## src/inc/gate_drive_defs.vh

```
`ifndef GATE_DRIVE_DEFS_VH
`define GATE_DRIVE_DEFS_VH

// Three-level input codes
`define LVL_LOW 2'h0
`define LVL_HIGH 2'h1
`define LVL_TRI 2'h2

// Clock period in ns
`define CLK_PERIOD_NS 4

// Tri-state holdoff, least time, ns
`define TRI_HOLDOFF_NS 150
`define TRI_HOLDOFF_CYC ((`TRI_HOLDOFF_NS + `CLK_PERIOD_NS - 1) / `CLK_PERIOD_NS)

// Low-to-high side blanking, ns
`define LH_BLANK_NS 15
`define LH_BLANK_CYC ((`LH_BLANK_NS + `CLK_PERIOD_NS - 1) / `CLK_PERIOD_NS)

// High-to-low side blanking, ns
`define HL_BLANK_NS 13
`define HL_BLANK_CYC ((`HL_BLANK_NS + `CLK_PERIOD_NS - 1) / `CLK_PERIOD_NS)

`endif

```

## src/rtl/delay_counter.v

```verilog
`timescale 1ns/1ns
// Counts while run is high; done once count reaches limit
module delay_counter #(
    parameter WIDTH = 8
) (
    input wire clock,
    input wire rstn,
    input wire enable,
    input wire run,
    input wire [WIDTH-1:0] limit,
    output wire done
);

reg [WIDTH-1:0] count_r;
reg [WIDTH-1:0] count_nxt;

always @* begin
    count_nxt = count_r;
    if (!run) begin
        count_nxt = {WIDTH{1'b0}};
    end else if (count_r < limit) begin
        count_nxt = count_r + {{(WIDTH-1){1'b0}}, 1'b1};
    end
end

always @(posedge clock or negedge rstn) begin
    if (!rstn) begin
        count_r <= {WIDTH{1'b0}};
    end else if (enable) begin
        count_r <= count_nxt;
    end
end

assign done = run && (count_r >= limit);

endmodule // delay_counter

```

## src/rtl/buck_gate_drive_control.v

```verilog
// What this block does
// - Both gates stay off until the supply lockout monitor reports release.
// - Tri-state pulse input held past the holdoff turns both gates off, switch node undriven.
// - Tri-state pulse input turns the low gate off at once, the high gate only after a 150 ns holdoff.
// - Mode select high: high gate follows pulse, low gate its complement.
// - Mode select low, pulse low: high off, low on only while current positive.
// - Mode select low, pulse high: high on, low off, as continuous mode.
// - Tri-state mode select forces both gates off whatever the pulse is.
// - Rising pulse: low gate off, wait gate-low flag, blank, then high on.
// - Falling pulse: high gate off, wait switch node low, blank, then low on.
// - High and low gates are never on together.
// - Low-to-high side blanking is about 15 ns.
// - High-to-low side blanking is about 13 ns.
`timescale 1ns/1ns
`include "gate_drive_defs.vh"
module buck_gate_drive_control #(
    parameter CNT_WIDTH = 8,
    parameter [CNT_WIDTH-1:0] TRI_HOLDOFF = `TRI_HOLDOFF_CYC,
    parameter [CNT_WIDTH-1:0] LH_BLANK = `LH_BLANK_CYC,
    parameter [CNT_WIDTH-1:0] HL_BLANK = `HL_BLANK_CYC
) (
    input wire clock,
    input wire rstn,
    input wire clockEnable,
    input wire supplyLockoutReleased,
    input wire [1:0] pulseLevel,
    input wire [1:0] conductionModeSelect,
    input wire lowSideGateBelowThreshold,
    input wire switchNodeBelowThreshold,
    input wire inductorCurrentPositive,
    output reg highSideGate_r,
    output reg lowSideGate_r
);

////////////////////////////////////////////////////////////////////////////////
// States

localparam [2:0] ST_LOCKOUT = 3'h0;
localparam [2:0] ST_OFF = 3'h1;
localparam [2:0] ST_WAIT_LOW_OFF = 3'h2;
localparam [2:0] ST_BLANK_LH = 3'h3;
localparam [2:0] ST_HIGH_ON = 3'h4;
localparam [2:0] ST_WAIT_SW_LOW = 3'h5;
localparam [2:0] ST_BLANK_HL = 3'h6;
localparam [2:0] ST_LOW_SIDE = 3'h7;

reg [2:0] state_r;
reg [2:0] state_nxt;
reg highSideGate_nxt;
reg lowSideGate_nxt;

////////////////////////////////////////////////////////////////////////////////
// Tri-state holdoff and blanking timers

wire pulseTri = (pulseLevel == `LVL_TRI);
wire holdoffDone;
wire blankLhDone;
wire blankHlDone;
wire shutdown;

delay_counter #(.WIDTH(CNT_WIDTH)) holdoffTimer (
    .clock(clock),
    .rstn(rstn),
    .enable(clockEnable),
    .run(pulseTri),
    .limit(TRI_HOLDOFF - {{(CNT_WIDTH-1){1'b0}}, 1'b1}),
    .done(holdoffDone)
);

wire [CNT_WIDTH-1:0] blankLimit = (state_r == ST_BLANK_LH) ? LH_BLANK : HL_BLANK;
wire blankRun = (state_r == ST_BLANK_LH) || (state_r == ST_BLANK_HL);
wire blankDone;

delay_counter #(.WIDTH(CNT_WIDTH)) blankTimer (
    .clock(clock),
    .rstn(rstn),
    .enable(clockEnable),
    .run(blankRun),
    .limit(blankLimit - {{(CNT_WIDTH-1){1'b0}}, 1'b1}),
    .done(blankDone)
);

assign blankLhDone = blankDone && (state_r == ST_BLANK_LH);
assign blankHlDone = blankDone && (state_r == ST_BLANK_HL);

// Tri-state mode or held tri-state pulse forces both gates off
assign shutdown = (conductionModeSelect == `LVL_TRI) || holdoffDone;

////////////////////////////////////////////////////////////////////////////////
// Sequencer

wire pulseHigh = (pulseLevel == `LVL_HIGH);
wire pulseLow = (pulseLevel == `LVL_LOW);
wire ccmMode = (conductionModeSelect == `LVL_HIGH);
wire lowAllowed = ccmMode || inductorCurrentPositive;

always @* begin
    state_nxt = state_r;
    case (state_r)
        ST_LOCKOUT: begin
            if (supplyLockoutReleased) begin
                state_nxt = ST_OFF;
            end
        end
        ST_OFF: begin
            if (pulseHigh) begin
                state_nxt = ST_WAIT_LOW_OFF;
            end else if (pulseLow) begin
                state_nxt = ST_WAIT_SW_LOW;
            end
        end
        ST_WAIT_LOW_OFF: begin
            if (pulseLow) begin
                state_nxt = ST_LOW_SIDE;
            end else if (lowSideGateBelowThreshold) begin
                state_nxt = ST_BLANK_LH;
            end
        end
        ST_BLANK_LH: begin
            if (pulseLow) begin
                state_nxt = ST_LOW_SIDE;
            end else if (blankLhDone) begin
                state_nxt = ST_HIGH_ON;
            end
        end
        ST_HIGH_ON: begin
            if (pulseLow) begin
                state_nxt = ST_WAIT_SW_LOW;
            end
        end
        ST_WAIT_SW_LOW: begin
            if (pulseHigh) begin
                state_nxt = ST_WAIT_LOW_OFF;
            end else if (switchNodeBelowThreshold) begin
                state_nxt = ST_BLANK_HL;
            end
        end
        ST_BLANK_HL: begin
            if (pulseHigh) begin
                state_nxt = ST_WAIT_LOW_OFF;
            end else if (blankHlDone) begin
                state_nxt = ST_LOW_SIDE;
            end
        end
        ST_LOW_SIDE: begin
            if (pulseHigh) begin
                state_nxt = ST_WAIT_LOW_OFF;
            end
        end
        default: begin
            state_nxt = ST_LOCKOUT;
        end
    endcase
    if (!supplyLockoutReleased) begin
        state_nxt = ST_LOCKOUT;
    end else if (shutdown) begin
        state_nxt = ST_OFF;
    end
end

////////////////////////////////////////////////////////////////////////////////
// Gate outputs, decoded from the next state so they are registered

always @* begin
    highSideGate_nxt = (state_nxt == ST_HIGH_ON);
    lowSideGate_nxt = (state_nxt == ST_LOW_SIDE) && lowAllowed && !pulseTri;
    if (highSideGate_nxt) begin
        lowSideGate_nxt = 1'b0;
    end
end

always @(posedge clock or negedge rstn) begin
    if (!rstn) begin
        state_r <= ST_LOCKOUT;
        highSideGate_r <= 1'b0;
        lowSideGate_r <= 1'b0;
    end else if (clockEnable) begin
        state_r <= state_nxt;
        highSideGate_r <= highSideGate_nxt;
        lowSideGate_r <= lowSideGate_nxt;
    end
end

endmodule // buck_gate_drive_control

```

## config.mk

```make
export PLATFORM = sky130hd
export DESIGN_NAME = buck_gate_drive_control
export DESIGN_NICKNAME = d
export VERILOG_FILES = /design/src/rtl/delay_counter.v /design/src/rtl/buck_gate_drive_control.v
export VERILOG_INCLUDE_DIRS = /design/src /design/src/inc
export SDC_FILE = /design/constraint.sdc
export NUM_CORES = 1
export LEC_CHECK = 0
export BUFFER_PORTS_ARGS = -buffer_cell sky130_fd_sc_hd__buf_2
export CAP_MARGIN = 25
export CORE_MARGIN = 8
export CORE_UTILIZATION = 45
export DETAILED_ROUTE_END_ITERATION = 16
export PLACE_DENSITY = 0.65
export SLEW_MARGIN = 20
export SYNTH_ARGS = -nofsm -noshare
export SYNTH_HDL_FRONTEND = slang
export SYNTH_HIERARCHICAL = 1
export SYNTH_SLANG_ARGS = --single-unit
```

## constraint.sdc

```tcl
create_clock -name clock -period 2.1 [get_ports clock]
set_input_delay 0 -clock clock [delete_from_list [all_inputs] [get_ports clock]]
set_output_delay 0 -clock clock [all_outputs]
set_load 0.1 [all_outputs]
```

==> impl_summary.txt <==
----------------------------------------------------
[Setup path]
  Launch instance of the worst register-to-register path ... blankTimer/count_r[3]$_DFFE_PN0P_
  Number of logic stages on the critical path including buffering ... 11
  Number of buffers and inverters on the critical path ... 0
  Cell breakdown of the critical path ... ha_4 -> a21o_1 -> o31ai_4 -> a21oi_2 -> nor2_1 -> nor2_2 -> o21ai_1 -> nand4_1 -> o311ai_2 -> o31a_1 -> mux2_4
  Category of the worst setup path launch point ... flip-flop
  Setup slack on the worst flop-to-flop path ... -0.18 ns
  Critical Path Sink Type ... flip-flop
  Critical Path Slowest Stage Cell ... sky130_fd_sc_hd__dfrtp_1
  CP Data Arrival Time ... ~2.4 ns
  Crit Reg-Reg Endpoint ... state_r[0]$_DFFE_PN0P_
  Largest incremental delay on the critical path ... 0.41 ns
  Category of the critical setup timing path ... reg -> reg
  Family of cells with the greatest summed delay on the critical path ... compound AO/OA/AOI/OAI gates
  Data required time of the critical path ... between 2 and 2.5 ns
  Reg2reg path depth ... 11
  Largest fanout on the critical path ... 3

[Logic synthesis]
  Number of synthesized flops with an enable pin ... 0
  Sequential fraction of the synthesis area ... between 20% and 30%
  Number of instances in the synthesized netlist ... about 230
  Yosys top cell area share ... between 20% and 30%
  Async set-or-reset flop fraction in the synthesized netlist ... between 90% and 100%
  Dominant synthesized flop cell ... sky130_fd_sc_hd__dfrtp_1
  Post-Synthesis Cell Area ... approximately 1900 um2
  Dominant cells by area after synthesis ... sky130_fd_sc_hd__dfrtp_1, sky130_fd_sc_hd__ha_1, sky130_fd_sc_hd__a21oi_1
  Post-synth cell types ... between 40 and 50
  Syn avg cell area ... 8.314 um2
  Area leader, netlist ... sky130_fd_sc_hd__dfrtp_1
  Yosys warns ... 6
  Post-synthesis register bit count ... 21

[Placement]
  Port bufs ... 12
  Routability congestion estimate from global placement ... 0.8292
  Post-detailed-placement half-perimeter wirelength ... ~3200 um
  Post-placement worst setup slack ... -0.1277 ns

[STA]
  Number of failing setup endpoints in the final timing report ... 5
  Least-Margin Pin Slew ... between 0.5 and 0.6 ns
  Fmax ... ~440 MHz
  Setup Skew ... 0.002354 ns
  Normalized max-slew margin ... 65.83%
  Unrepaired setup endpoints after global routing ... true
  Final critical path time including I/O delays and setup ... around 2.3 ns
  Worst setup slack after layout ... -0.1779 ns
  Hold Vio Cnt, Final ... 0
  Final max-slew violation count ... 0
  Final clock period utilization by the worst path ... 108.5%

[Worst hold path]
  Hold path endpoint ... lowSideGate_r$_DFFE_PN0P_
  Hold path start ... supplyLockoutReleased
  Worst Hold Class ... in -> reg
  Hold depth ... 3

[Die]
  Initial Util ... 46.76%
  Area of the die ... between 6000 and 7000 um2
  Total number of placement rows ... 23
  Core region area ... about 4000 um2
  Chip height ... 80.47 um
  Num ports ... 13
  Die X ... between 80 and 90 um

[Drt]
  Via count of the routed design ... 1828
  Initial drt markers ... just over 70
  Count of nets left with antenna violations after detail routing ... 0
  Via/cell ratio ... 5.440
  Wire length per cell after detailed routing ... 13.03 um
  Routed WL ... between 4000 and 5000 um
  Pre-antenna DRT Iters ... 4
  DRC violation count after routing ... 0

[Power]
  Design internal power ... roughly 0.00065 W
  Clock share of power ... 29.6%
  Leak ... approximately 1.2 nW
  Part of the total power dissipated in combinational logic ... approximately a quarter
  Overall power ... between 0.0009 and 0.001 W
  Switching share of power ... 29.15%
  Net switching power ... ~0.00027 W
  Power Dens Cells ... ~370 nW/um2
  Worst IR Drop VDD ... between 0.2 and 0.25 mV
  Share of power burned in registers ... a little under half

[Status]
  Result of the run ... finished with violations
  Violations in the final reports ... negative setup slack

[CTS]
  Clock slew at reported path FFs ... 0.08 ns
  CTS max path bufs ... 2
  Clock tree from TritonCTS ... built
  CTS Buf Count ... 3
  Clk Tree Root Cell ... sky130_fd_sc_hd__clkbuf_8
  Clock Latency Late Sink ... roughly 0.26 ns
  Total number of clock tree sinks ... 21
  CTS H-Tree Depth ... 1

[Final layout]
  Total Nets Final ... 316
  Fill cells ... between 300 and 400
  Antenna diode count ... 0
  Area used by sequential logic in the layout ... around 530 um2
  Area added between synthesis and finish ... 33.18%
  Combined area of the multi-input logic cells ... between 1000 and 1500 um2
  Share of layout cells above drive strength 1 ... about a third

[Global routing]
  Global-route wire length before repair ... approximately 7300 um
  Tot GR Track Use ... 13.93%
  Pin count of the biggest net entering global routing ... 22
  Antenna violations before repair ... 0
  GRT overflow ... 0
  Number of global-route vias before repair ... around 1600

[Run]
  Max-capacitance violation count ... 0

----------------------------------------------------
-- state kept, by name, indices dropped and copies added, names as in the netlist --
signal / count
highSideGate_r: 1
holdoffTimer/count_r: 8
blankTimer/count_r: 8
state_r: 3
lowSideGate_r: 1
-- final cells by class --
cell class	instances	share of cell area (%)
sequential	21	21.09
clock buffer	4	1.808
tap	50	2.511
timing repair buffer	52	14.57
inverter	24	3.616
multi-input combinational	185	56.40
-- repair_timing --
item,in CTS,in global routing
buffers inserted,2,2
resized for setup,5,23
endpoints found under the hold margin,21,0
pin swaps,6,16
hold buffers,1,0
endpoints found under the setup margin,5,9
-- cells by family (layout without fill, tap and decap cells) --
logic type	Yosys count	in the layout	share of synthesized area, %
other	2	16	0.4015
and+or+nand+nor	79	79	23.08
buffers and inverters	33	80	7.893
muxes	2	2	1.204
adders and majority gates	18	18	12.04
DFF	21	21	28.09
xor gates and xnor gates	1	1	0.4683
AOI/OAI and AO/OA	69	69	26.82
-- how the worst max path moves through the flow --
| stage | from | end | slack, ns |
|---|---|---|---|
| 5_1_grt | blankTimer/count_r[3]$_DFFE_PN0P_ | state_r[0]$_DFFE_PN0P_ | -0.34 |
| 3_3_place_gp | blankTimer/count_r[7]$_DFFE_PN0P_ | lowSideGate_r$_DFFE_PN0P_ | -0.09 |
| 3_5_place_dp | blankTimer/count_r[3]$_DFFE_PN0P_ | state_r[0]$_DFFE_PN0P_ | -0.13 |
| 6_report | blankTimer/count_r[3]$_DFFE_PN0P_ | state_r[0]$_DFFE_PN0P_ | -0.18 |
| 2_1_floorplan | blankTimer/count_r[6]$_DFFE_PN0P_ | state_r[0]$_DFFE_PN0P_ | -0.03 |
| 4_1_cts | blankTimer/count_r[2]$_DFFE_PN0P_ | state_r[0]$_DFFE_PN0P_ | -0.11 |
-- synth_stat cells (3+ instances only) --
master,instances
sky130_fd_sc_hd__a21oi_1,21
sky130_fd_sc_hd__ha_1,18
sky130_fd_sc_hd__o31ai_1,3
sky130_fd_sc_hd__nor2b_1,4
sky130_fd_sc_hd__nand3_1,10
sky130_fd_sc_hd__nor3_1,5
sky130_fd_sc_hd__o21ai_0,12
sky130_fd_sc_hd__inv_2,3
sky130_fd_sc_hd__nand4_1,3
sky130_fd_sc_hd__inv_1,21
sky130_fd_sc_hd__o21bai_1,3
sky130_fd_sc_hd__dfrtp_1,21
sky130_fd_sc_hd__o41ai_1,6
sky130_fd_sc_hd__nand3b_1,3
sky130_fd_sc_hd__or4_1,4
sky130_fd_sc_hd__nor2_1,6
sky130_fd_sc_hd__nand2_1,23
sky130_fd_sc_hd__buf_2,7
sky130_fd_sc_hd__and3_1,6
-- worst min-delay path, stage by stage --
cell,delay (ns)
sky130_fd_sc_hd__buf_2,0.12
sky130_fd_sc_hd__o31ai_2,0.07
sky130_fd_sc_hd__o32ai_2,0.08
-- power by group through the flow --
stage	clock, W	combinational (W)	sequential (W)
final	0.000272	0.000227	0.000419
after global routing	0.000300	0.000254	0.000420
after CTS	0.000282	0.000200	0.000419
after detailed placement	0	0.000190	0.000427
after global placement	0	0.000189	0.000427
after floorplan	0	0.000114	0.000430
-- metrics by stage --
stage,cell area [um2],cells,hold WS [ns],utilization (%),setup TNS [ns]
2_1_floorplan,1923,239,-0.2956,-,-0.03374
3_3_place_gp,2251,327,0.003968,56.27,-0.3914
3_5_place_dp,2251,327,0.0005402,56.27,-0.5204
4_1_cts,2359,334,0.04855,58.96,-0.4191
5_1_grt,2491,336,0.05263,62.28,-1.744
6_report,2491,336,0.04712,62.28,-0.6798
-- per-layer routing --
layer	global-route usage, %	vias to the layer above	wire [um]
met5	0	-	0
met4	4.364	0	69
met3	2.344	9	174
met2	20.85	33	2075
met1	19.66	852	2057
li1	-	934	-
-- placed cells by master, fill, tap and decap left out, drive strengths merged, types with 2 or more instances in the layout --
cell type and n:
buf 51, inv 24, nand2 23, dfrtp 21, a21oi 21, ha 18, conb 16, o21ai 14
nand3 10, and3 8, nor2 6, o41ai 6, or2 6, nor3 5, nor2b 5, nand4 5
o31ai 5, or4 4, clkbuf 4, o21bai 3, nand3b 3, and2 2, o32ai 2, a211oi 2
a21o 2, o21a 2, o21ba 2, a2bb2oi 2, mux2 2, a31oi 2
(Power assumes the default switching activity.)
